### src/core/pmi_pkg.sv
// Purpose: shared constants and types for the MAC data interface of one port
// Assumes: clk_sys is the internal reference and runs at 10 MHz
// Notes: clock rates below the system rate are made by dividing clk_sys
package pmi_pkg;

  typedef enum logic [1:0] {PMI_MII, PMI_RMII, PMI_SERIAL} pmi_mode_type;

  // rates
  localparam longint CLK_SYS_HZ = 64'd10_000_000;
  localparam longint MII_FAST_HZ = 64'd25_000_000;
  localparam longint MII_SLOW_HZ = 64'd2_500_000;
  localparam longint SERIAL_HZ = 64'd10_000_000;
  localparam int CLK_PERIOD_NS = 100;

  // heartbeat (sqe test) pulse length
  localparam int SQE_NS = 1000;
  localparam int SQE_CYCLES = (SQE_NS / CLK_PERIOD_NS < 1) ? 1 : SQE_NS / CLK_PERIOD_NS;
  localparam int HB_W = 5;

  // clock divider half periods, rounded down, never below one cycle
  localparam int DIV_W = 8;
  localparam int HALF_MII_FAST = (CLK_SYS_HZ / (2 * MII_FAST_HZ) < 1) ? 1
                                 : int'(CLK_SYS_HZ / (2 * MII_FAST_HZ));
  localparam int HALF_MII_SLOW = (CLK_SYS_HZ / (2 * MII_SLOW_HZ) < 1) ? 1
                                 : int'(CLK_SYS_HZ / (2 * MII_SLOW_HZ));
  localparam int HALF_SERIAL = (CLK_SYS_HZ / (2 * SERIAL_HZ) < 1) ? 1
                               : int'(CLK_SYS_HZ / (2 * SERIAL_HZ));

  // data path
  localparam int NIB_W = 4;
  localparam int RX_WORD_W = 5;
  localparam int RX_ERR_BIT = 4;
  localparam int FIFO_DEPTH = 32;
  localparam int UNIT_W = 3;
  localparam logic [1:0] RMII_ERR_CODE = 2'h1;
  localparam logic [3:0] NIB_ZERO = 4'h0;
  localparam logic MDIO_IDLE = 1'b1;

  // pin synchroniser vector layout
  localparam int PIN_W = 7;
  localparam int PIN_TXEN = 4;
  localparam int PIN_MDC = 5;
  localparam int PIN_MDIO = 6;

endpackage

### src/core/pmi_fifo.sv
// Purpose: flip-flop fifo with valid/ready on both sides
// Assumes: single clock, synchronous active-low reset, clock enable freezes state
// Notes: in_ready is registered so that it can leave the block as a flop output
`timescale 1ns/1ps
module pmi_fifo
#(
  parameter int W = 5,
  parameter int DEPTH = 32
)
(
  // clock and reset
  input wire logic clk_sys,
  input wire logic rstn,
  input wire logic ce,
  // fill side
  input wire logic in_valid,
  input wire logic [W-1:0] in_data,
  output logic in_ready,
  // drain side
  output logic out_valid,
  output logic [W-1:0] out_data,
  input wire logic out_ready
);
  localparam int AW = $clog2(DEPTH);

  logic [W-1:0] mem_r [DEPTH];
  logic [AW-1:0] wr_r;
  logic [AW-1:0] rd_r;
  logic [AW:0] cnt_r;
  logic [AW:0] cnt_nxt;
  logic push;
  logic pop;

  assign push = ce && in_valid && in_ready;
  assign pop = ce && out_valid && out_ready;
  assign out_valid = (cnt_r != '0);
  assign out_data = mem_r[rd_r];

  always_comb
  begin
    cnt_nxt = cnt_r;
    if (push && !pop)
      cnt_nxt = cnt_r + 1'b1;
    else if (pop && !push)
      cnt_nxt = cnt_r - 1'b1;
  end

  always_ff @(posedge clk_sys)
  begin
    if (push)
      mem_r[wr_r] <= in_data;
  end

  always_ff @(posedge clk_sys)
  begin
    if (!rstn)
    begin
      wr_r <= '0;
      rd_r <= '0;
      cnt_r <= '0;
      in_ready <= 1'b0;
    end
    else if (ce)
    begin
      if (push)
        wr_r <= (wr_r == AW'(DEPTH - 1)) ? '0 : wr_r + 1'b1;
      if (pop)
        rd_r <= (rd_r == AW'(DEPTH - 1)) ? '0 : rd_r + 1'b1;
      cnt_r <= cnt_nxt;
      // full is honest: ready drops the cycle the last slot fills
      in_ready <= (cnt_nxt < (AW + 1)'(DEPTH));
    end
  end

endmodule

### src/core/pmi_mac_port.sv
// Purpose: MAC-facing data interface of one transceiver port (MII, RMII, 10M serial)
// Assumes: clk_sys is the reference; media side logic runs on clk_sys
// Notes: mode, speed, duplex and heartbeat are taken only while the port is idle
`timescale 1ns/1ps
// Functional notes
// - MII transmit clock runs at 25 MHz (100M) or 2.5 MHz (10M) from reference; at 100M this port gives 5 MHz from the 10 MHz clk_sys.
// - RMII leaves both clock outputs unused; all timing from 50 MHz reference; this port times RMII from the 10 MHz clk_sys, one beat per cycle.
// - transmit enable high marks valid data: 4, 2 or 1 bits per mode.
// - transmit data sampled on transmit clock (MII) or reference (RMII, 2 bits).
// - MII receive clock is 25 MHz at 100M and 2.5 MHz at 10M; at 100M this port gives 5 MHz.
// - serial mode receive clock is 10 MHz; this port gives 5 MHz, the divider half period being held at one cycle.
// - receive data valid high while valid nibble or dibit present; unused serially.
// - MII 100M raises receive error on invalid symbol inside a packet.
// - RMII 100M raises receive error on invalid symbol with crs_dv, or false carrier.
// - RMII corrupts receive data whenever receive error occurs; this port does so only while rx_dv is high.
// - MII drives four receive bits on receive clock, valid while data valid high.
// - RMII drives two receive bits on the reference clock.
// - serial drives one receive bit framed by carrier; upper three bits unused.
// - MII and serial hold carrier sense high while medium is non-idle.
// - RMII outputs one combined carrier sense and data valid signal; this port drives crs and rx_dv separately.
// - MII half duplex raises collision on simultaneous transmit and receive.
// - 10M half duplex with heartbeat pulses collision about 1 us after transmit; this port raises it at once when transmit ends and holds it 1 us (10 cycles).
// - full duplex holds collision low and gives no heartbeat.
// - serial mode raises collision on simultaneous transmit and receive.
// - management data line is shared, driven by manager or by this device.
module pmi_mac_port
  import pmi_pkg::*;
#(
  parameter int FIFO_W = RX_WORD_W,
  parameter int FIFO_D = FIFO_DEPTH
)
(
  // clock, reset, enable
  input wire logic clk_sys,
  input wire logic rstn,
  input wire logic ce,
  // configuration
  input wire pmi_mode_type cfg_mode,
  input wire logic cfg_fast,
  input wire logic cfg_full,
  input wire logic cfg_heartbeat,
  // MAC transmit pins
  output logic tx_clk,
  input wire logic tx_en,
  input wire logic [3:0] txd,
  // MAC receive pins
  output logic rx_clk,
  output logic rx_dv,
  output logic rx_er,
  output logic [3:0] rxd,
  output logic crs,
  output logic col,
  // management pins
  input wire logic mdc,
  input wire logic mdio_i,
  output logic mdio_o,
  output logic mdio_oe_n,
  // management engine side
  input wire logic mgmt_drive,
  input wire logic mgmt_bit,
  output logic mgmt_mdc,
  output logic mgmt_mdio_in,
  // media transmit side
  output logic med_tx_valid,
  output logic [3:0] med_tx_data,
  // media receive side
  input wire logic med_rx_valid,
  input wire logic [3:0] med_rx_data,
  input wire logic med_rx_sym_err,
  input wire logic med_rx_false_carrier,
  input wire logic med_rx_carrier,
  output logic med_rx_ready
);

  function automatic logic [DIV_W-1:0] half_of(pmi_mode_type m, logic fast);
    logic [DIV_W-1:0] h;
    h = DIV_W'(HALF_SERIAL);
    if (m == PMI_MII)
      h = fast ? DIV_W'(HALF_MII_FAST) : DIV_W'(HALF_MII_SLOW);
    return h;
  endfunction

  function automatic logic [UNIT_W-1:0] units_of(pmi_mode_type m);
    logic [UNIT_W-1:0] u;
    unique case (m)
      PMI_MII: u = UNIT_W'(1);
      PMI_RMII: u = UNIT_W'(2);
      PMI_SERIAL: u = UNIT_W'(4);
    endcase
    return u;
  endfunction

  pmi_mode_type cfg_mode_r;
  logic cfg_fast_r;
  logic cfg_full_r;
  logic cfg_hb_r;
  logic [PIN_W-1:0] sync1_r;
  logic [PIN_W-1:0] sync2_r;
  logic [PIN_W-1:0] sync3_r;
  logic [PIN_W-1:0] pin_f_r;
  logic [DIV_W-1:0] div_cnt_r;
  logic phase_r;
  logic div_wrap;
  logic beat;
  logic tx_act;
  logic [3:0] txd_f;
  logic tx_act_prev_r;
  logic [3:0] tx_sh_r;
  logic [1:0] tx_cnt_r;
  logic [3:0] tx_nib;
  logic tx_done;
  logic [3:0] rx_sh_r;
  logic [UNIT_W-1:0] rx_left_r;
  logic rx_err_r;
  logic rx_busy_r;
  logic [3:0] rx_src;
  logic rx_src_err;
  logic rx_have;
  logic fifo_pop;
  logic fifo_valid;
  logic [FIFO_W-1:0] fifo_data;
  logic [HB_W-1:0] hb_cnt_r;
  logic [HB_W-1:0] hb_cnt_nxt;
  logic hb_start;
  logic idle;

  assign tx_act = pin_f_r[PIN_TXEN];
  assign txd_f = pin_f_r[3:0];

  // pins from the MAC and the station manager: three flops, change taken on agreement
  always_ff @(posedge clk_sys)
  begin
    if (!rstn)
    begin
      sync1_r <= '0;
      sync2_r <= '0;
      sync3_r <= '0;
    end
    else if (ce)
    begin
      sync1_r <= {mdio_i, mdc, tx_en, txd};
      sync2_r <= sync1_r;
      sync3_r <= sync2_r;
    end
  end

  for (genvar i = 0; i < PIN_W; i++)
  begin : g_pin_filter
    always_ff @(posedge clk_sys)
    begin
      if (!rstn)
        pin_f_r[i] <= 1'b0;
      else if (ce && (sync2_r[i] == sync3_r[i]))
        pin_f_r[i] <= sync3_r[i];
    end
  end

  // configuration only moves while nothing is in flight
  assign idle = !tx_act && !tx_act_prev_r && !med_rx_carrier && !rx_busy_r
                && !fifo_valid && (hb_cnt_r == '0);

  always_ff @(posedge clk_sys)
  begin
    if (!rstn)
    begin
      cfg_mode_r <= PMI_MII;
      cfg_fast_r <= 1'b1;
      cfg_full_r <= 1'b0;
      cfg_hb_r <= 1'b0;
    end
    else if (ce && idle)
    begin
      cfg_mode_r <= cfg_mode;
      cfg_fast_r <= cfg_fast;
      cfg_full_r <= cfg_full;
      cfg_hb_r <= cfg_heartbeat;
    end
  end

  // clock divider; a beat is the rising edge of the interface clock
  assign div_wrap = (div_cnt_r >= half_of(cfg_mode_r, cfg_fast_r) - 1'b1);
  assign beat = ce && ((cfg_mode_r == PMI_RMII) || (div_wrap && !phase_r));

  always_ff @(posedge clk_sys)
  begin
    if (!rstn)
    begin
      div_cnt_r <= '0;
      phase_r <= 1'b0;
      tx_clk <= 1'b0;
      rx_clk <= 1'b0;
    end
    else if (ce)
    begin
      div_cnt_r <= div_wrap ? '0 : div_cnt_r + 1'b1;
      if (div_wrap)
        phase_r <= !phase_r;
      // RMII keeps both clock pins parked low
      tx_clk <= (cfg_mode_r != PMI_RMII) && (div_wrap ? !phase_r : phase_r);
      rx_clk <= (cfg_mode_r != PMI_RMII) && (div_wrap ? !phase_r : phase_r);
    end
  end

  // transmit: gather 4, 2 or 1 bits per beat into nibbles for the media side
  always_comb
  begin
    tx_nib = txd_f;
    tx_done = 1'b1;
    unique case (cfg_mode_r)
      PMI_MII:
      begin
        tx_nib = txd_f;
        tx_done = 1'b1;
      end
      PMI_RMII:
      begin
        tx_nib = (tx_cnt_r == 2'h0) ? {2'h0, txd_f[1:0]} : {txd_f[1:0], tx_sh_r[1:0]};
        tx_done = (tx_cnt_r == 2'h1);
      end
      PMI_SERIAL:
      begin
        tx_nib = tx_sh_r | (NIB_W'(txd_f[0]) << tx_cnt_r);
        tx_done = (tx_cnt_r == 2'h3);
      end
    endcase
  end

  always_ff @(posedge clk_sys)
  begin
    if (!rstn)
    begin
      tx_sh_r <= '0;
      tx_cnt_r <= '0;
      med_tx_valid <= 1'b0;
      med_tx_data <= '0;
    end
    else if (ce)
    begin
      med_tx_valid <= 1'b0;
      if (!tx_act)
      begin
        // a partial nibble at the end of a frame is dropped
        tx_sh_r <= '0;
        tx_cnt_r <= '0;
      end
      else if (beat)
      begin
        if (tx_done)
        begin
          med_tx_valid <= 1'b1;
          med_tx_data <= tx_nib;
          tx_sh_r <= '0;
          tx_cnt_r <= '0;
        end
        else
        begin
          tx_sh_r <= tx_nib;
          tx_cnt_r <= tx_cnt_r + 1'b1;
        end
      end
    end
  end

  // receive: the fifo absorbs media bursts while the MAC side drains at beat rate
  pmi_fifo #(.W(FIFO_W), .DEPTH(FIFO_D)) u_rx_fifo
  (
    .clk_sys(clk_sys),
    .rstn(rstn),
    .ce(ce),
    .in_valid(med_rx_valid),
    .in_data({med_rx_sym_err, med_rx_data}),
    .in_ready(med_rx_ready),
    .out_valid(fifo_valid),
    .out_data(fifo_data),
    .out_ready(fifo_pop)
  );

  assign fifo_pop = beat && (rx_left_r == '0);
  assign rx_have = (rx_left_r != '0) || fifo_valid;
  assign rx_src = (rx_left_r != '0) ? rx_sh_r : fifo_data[3:0];
  assign rx_src_err = (rx_left_r != '0) ? rx_err_r : fifo_data[RX_ERR_BIT];

  always_ff @(posedge clk_sys)
  begin
    if (!rstn)
    begin
      rx_sh_r <= '0;
      rx_left_r <= '0;
      rx_err_r <= 1'b0;
      rx_busy_r <= 1'b0;
    end
    else if (beat)
    begin
      rx_busy_r <= rx_have;
      if (rx_left_r != '0)
        rx_left_r <= rx_left_r - 1'b1;
      else if (fifo_valid)
        rx_left_r <= units_of(cfg_mode_r) - 1'b1;
      rx_err_r <= rx_src_err;
      unique case (cfg_mode_r)
        PMI_MII: rx_sh_r <= NIB_ZERO;
        PMI_RMII: rx_sh_r <= rx_src >> 2;
        PMI_SERIAL: rx_sh_r <= rx_src >> 1;
      endcase
    end
  end

  always_ff @(posedge clk_sys)
  begin
    if (!rstn)
    begin
      rxd <= '0;
      rx_dv <= 1'b0;
      rx_er <= 1'b0;
    end
    else if (beat)
    begin
      unique case (cfg_mode_r)
        PMI_MII:
        begin
          rxd <= rx_have ? rx_src : NIB_ZERO;
          rx_dv <= rx_have;
          rx_er <= rx_have && rx_src_err && cfg_fast_r;
        end
        PMI_RMII:
        begin
          // at 100M any errored unit is replaced so a MAC ignoring rx_er still sees the error
          if (rx_have && cfg_fast_r && (rx_src_err || med_rx_false_carrier))
            rxd <= {2'h0, RMII_ERR_CODE};
          else
            rxd <= rx_have ? {2'h0, rx_src[1:0]} : NIB_ZERO;
          rx_dv <= rx_have;
          rx_er <= cfg_fast_r && ((rx_have && rx_src_err) || med_rx_false_carrier);
        end
        PMI_SERIAL:
        begin
          rxd <= {3'h0, rx_have & rx_src[0]};
          rx_dv <= 1'b0;
          rx_er <= 1'b0;
        end
      endcase
    end
  end

  // carrier is the medium level held on while received data drains, refreshed every enabled cycle
  always_ff @(posedge clk_sys)
  begin
    if (!rstn)
      crs <= 1'b0;
    else if (ce)
      crs <= med_rx_carrier || rx_busy_r || fifo_valid;
  end

  // collision and heartbeat
  assign hb_start = tx_act_prev_r && !tx_act && cfg_hb_r && !cfg_fast_r && !cfg_full_r
                    && (cfg_mode_r != PMI_RMII);

  always_comb
  begin
    hb_cnt_nxt = hb_cnt_r;
    if (hb_start)
      hb_cnt_nxt = HB_W'(SQE_CYCLES);
    else if (hb_cnt_r != '0)
      hb_cnt_nxt = hb_cnt_r - 1'b1;
  end

  always_ff @(posedge clk_sys)
  begin
    if (!rstn)
    begin
      tx_act_prev_r <= 1'b0;
      hb_cnt_r <= '0;
      col <= 1'b0;
    end
    else if (ce)
    begin
      tx_act_prev_r <= tx_act;
      hb_cnt_r <= hb_cnt_nxt;
      // full duplex and RMII never show collision
      col <= !cfg_full_r && (cfg_mode_r != PMI_RMII)
             && ((tx_act && med_rx_carrier) || (hb_cnt_nxt != '0));
    end
  end

  // management pins: the frame engine lives elsewhere; oe_n low while we drive
  always_ff @(posedge clk_sys)
  begin
    if (!rstn)
    begin
      mdio_o <= MDIO_IDLE;
      mdio_oe_n <= 1'b1;
      mgmt_mdc <= 1'b0;
      mgmt_mdio_in <= MDIO_IDLE;
    end
    else if (ce)
    begin
      mdio_o <= mgmt_bit;
      mdio_oe_n <= !mgmt_drive;
      mgmt_mdc <= pin_f_r[PIN_MDC];
      mgmt_mdio_in <= pin_f_r[PIN_MDIO];
    end
  end
endmodule

### config.mk
export PLATFORM = sky130hd
export DESIGN_NAME = pmi_mac_port
export DESIGN_NICKNAME = d
export VERILOG_FILES = /design/src/core/pmi_pkg.sv /design/src/core/pmi_fifo.sv /design/src/core/pmi_mac_port.sv
export SDC_FILE = /design/constraint.sdc
export NUM_CORES = 1
export LEC_CHECK = 0
export ABC_AREA = 1
export BUFFER_PORTS_ARGS = -buffer_cell sky130_fd_sc_hd__clkbuf_2
export CORE_UTILIZATION = 53
export DETAILED_ROUTE_END_ITERATION = 8
export PLACE_DENSITY = 0.73
export SLEW_MARGIN = 20
export SYNTH_ARGS = -nofsm -noshare
export SYNTH_HDL_FRONTEND = slang
export SYNTH_SLANG_ARGS = --single-unit
export TNS_END_PERCENT = 30
### constraint.sdc
create_clock -name clk_sys -period 2.9 [get_ports clk_sys]
set_clock_uncertainty 0.05 [all_clocks]
set_input_delay 0.29 -clock clk_sys [delete_from_list [all_inputs] [get_ports clk_sys]]
set_output_delay 0.29 -clock clk_sys [all_outputs]
set_load 0.005 [all_outputs]
==> qor.yml <==
outcome: "completed"
num_vias: 8313
startpoint_type: "flop"
finalSetupViolations: 0
syn_area_sq_um: 11120
worst_slew_pin_slew_ns: 0.8561
antenna_left: 0
path_clk_slew_ns: 0.06
dp_cells: 1407
synth-main-ff-cell: "edfxtp_1"
critPathRequiredTime_ns: 3.28
period_share_pct: 93.20
synth_cells: 1129
hold_viol: 0
syn_area_per_cell_sq_um: 9.850
dieHeight_microns: 146.9
hpwlAfterDp_microns: 15400
grt_pass1_wl_microns: 39390
relSlewSlack_pct: 42.49
drtIter0Drc: 688
antenna_found_initial: 0
fin_nets: 1231
finalNonFillerCells: 1475
io_pins: 45
pre_cts_slack_ns: -0.003047
clk_latency_ns: 0.52
die_x_microns: 146.9
syn_nets: 1175
cp.arrival_ns: 3.08
end_kind: "flop"
gp_congestion: 0.8378
clock_sinks: 262
rrSetupSlack_ns: 0.20
p_per_area_nw_per_um2: 660.4
avgRoutedWirePerCell_microns: 16.70
grt_remaining_overflow: 0
min_path_type: "primary input to flop"
final_max_slew_viol_count: 0
design_area_sq_um: 12630
synth-async-reset-ratio_pct: 0
synth_top_area_share_pct: 43.20
max_freq_mhz: 370.0
setup_ws_ns: 0.1972
synth-seq-cells: 262
p_leak_nw: 4.644
htree_levels: 1
drv_cap: 0
total_power_mw: 8.342
cts_root_buffer: "clkbuf_16"
drive_gt1_share_pct: 11.62
min_period_ns: 2.703
clockBufferDepth: 3
ys_warn_count: 0
tritoncts: "built"
drc: 0
grt_use_total_pct: 23.09
synth.most_common_cell: "nor2_1"
ys_seq_area_share_pct: 61.57
yosys.cell_types.count: 47
place_area_sq_um: 11510
synth-edff-count: 160
synth_common_cells: "nor2_1, nand2_1, edfxtp_1, o21ai_0, dfxtp_1"
rows: 52
syn_to_final_growth_pct: 13.59
start_util_pct: 54.43
routed_wl_microns: 24630
grt_pass1_vias: 7874
synth_top_area_cell: "edfxtp_1"
dieArea_sq_um: 21560
grt_start_max_net_pins: 80
synthTopCellsByArea: "edfxtp_1, dfxtp_1, nor2_1, nand2_1, o21ai_0"
rsz0062_at_grt: "yes"
path_max_fanout: 5
n_antenna_cell: 0
drtPass1Iterations: 5
viasPerCell: 5.636
cts_inserted_buffers: 27
peakVddDrop_uv: 550.1
core_area_sq_um: 20430
path_class: "flop to flop"
numPortBuffers: 44
-- state kept, by name (all words and copies together) (netlist names), 2 cells and up, named ones only --
name / cells
cfg_mode_r: 2
div_cnt_r: 8
hb_cnt_r: 5
med_tx_data: 4
pin_f_r: 6
rx_left_r: 3
rx_sh_r: 3
rxd: 4
sync1_r: 7
sync2_r: 7
sync3_r: 7
tx_cnt_r: 2
tx_sh_r: 4
u_rx_fifo.cnt_r: 5
u_rx_fifo.mem_r: 160
u_rx_fifo.rd_r: 5
u_rx_fifo.wr_r: 5
-- timing repair --
action,4_1_cts,5_1_grt
gates resized for setup,2,11
endpoints found under the setup margin,2,10
pin swaps,0,5
gates cloned,0,0
buffers inserted,0,5
endpoints found under the hold margin,14,0
hold buffers,14,0
-- through the flow --
| step | TNS [ns] | util, % | hold slack, ns |
|---|---|---|---|
| floorplan | 0 | - | 0.3389 |
| global placement | 0 | 56.33 | 0.3763 |
| detailed placement | -0.003047 | 56.33 | 0.3795 |
| CTS | 0 | 61.52 | 0.03409 |
| global route | -0.06525 | 61.83 | 0.06154 |
| finish | 0 | 61.83 | 0.04906 |
-- worst max-delay path, cell delays in order, from the launching register on --
cell and delay [ns]:
dfxtp_2 0.32, inv_1 0.08, ha_1 0.16, inv_1 0.04, nor2_1 0.10, ha_1 0.24
o21ai_1 0.11, and2_1 0.15, inv_1 0.05, ha_2 0.18, o21ai_4 0.19, nor2_4 0.08
inv_2 0.08, ha_4 0.16, inv_2 0.05, or2_2 0.28, nand3_1 0.07, a21oi_1 0.06
a211oi_1 0.19
-- layout make-up --
cell class,count,area [sq um]
inverters,69,266.5
clock inverters,19,227.7
multi-input cells,743,3706
flip-flops and latches,262,6850
well taps,270,337.8
clock buffers,30,686.9
fillers,1646,7797
repair buffers,82,556.8
-- logic make-up (layout without fill, tap and decap cells) --
group,Yosys count,count (layout),share of synthesized area (%)
other,1,1,0.03372
xor gates and xnor gates,5,5,0.3938
and+or+nand+nor,467,467,17.66
adders and majority gates,21,21,2.363
DFF,262,262,61.57
buffers and inverters,124,200,5.434
muxes,1,1,0.09001
AOI/OAI and AO/OA,248,248,12.46
-- final timing paths --
check	from	endpoint	cells after the start
max	cfg_mode_r[0]	u_rx_fifo.cnt_r[2]	18
min	med_rx_carrier	crs	3
max reg2reg	cfg_mode_r[0]	u_rx_fifo.cnt_r[2]	18
min reg2reg	div_cnt_r[5]	div_cnt_r[5]	2
-- routing by layer --
layer | GRT usage, % | up-vias | wire length, microns
met5 | 0 | - | 0
met4 | 6.146 | 0 | 489
met3 | 3.820 | 39 | 1753
met2 | 39.67 | 300 | 12060
met1 | 30.30 | 3945 | 10330
li1 | - | 4029 | -
-- layout by cell type, fill, tap and decap left out, types with 3 or more instances in the layout --
cell	Yosys	layout
clkbuf_16	0	27
nor2_1	188	187
xor2_1	5	5
o211ai_1	6	6
a2bb2oi_1	3	3
edfxtp_1	160	160
bufinv_16	0	5
clkinv_2	0	5
nand3_1	74	74
clkinv_1	3	7
o21ai_1	10	12
a21oi_1	54	53
o21ai_0	125	123
o22ai_1	16	16
a211oi_1	7	7
a31oi_1	6	6
nand2_1	169	169
clkbuf_1	25	3
o221ai_1	10	10
dfxtp_1	102	99
nand4_1	4	4
dfxtp_2	0	3
a21oi_2	2	3
inv_2	6	9
clkbuf_2	0	44
dlygate4sd3_1	0	14
nor3_1	17	17
inv_1	59	56
buf_4	5	22
ha_1	21	19
-- power breakdown --
part / total [mW] / internal (mW) / switching (mW)
registers: 4.08 / 4.02 / 0.0605
clock network: 3.52 / 2.15 / 1.37
logic: 0.735 / 0.250 / 0.485
Note: power is estimated with default switching activity, not from simulation.
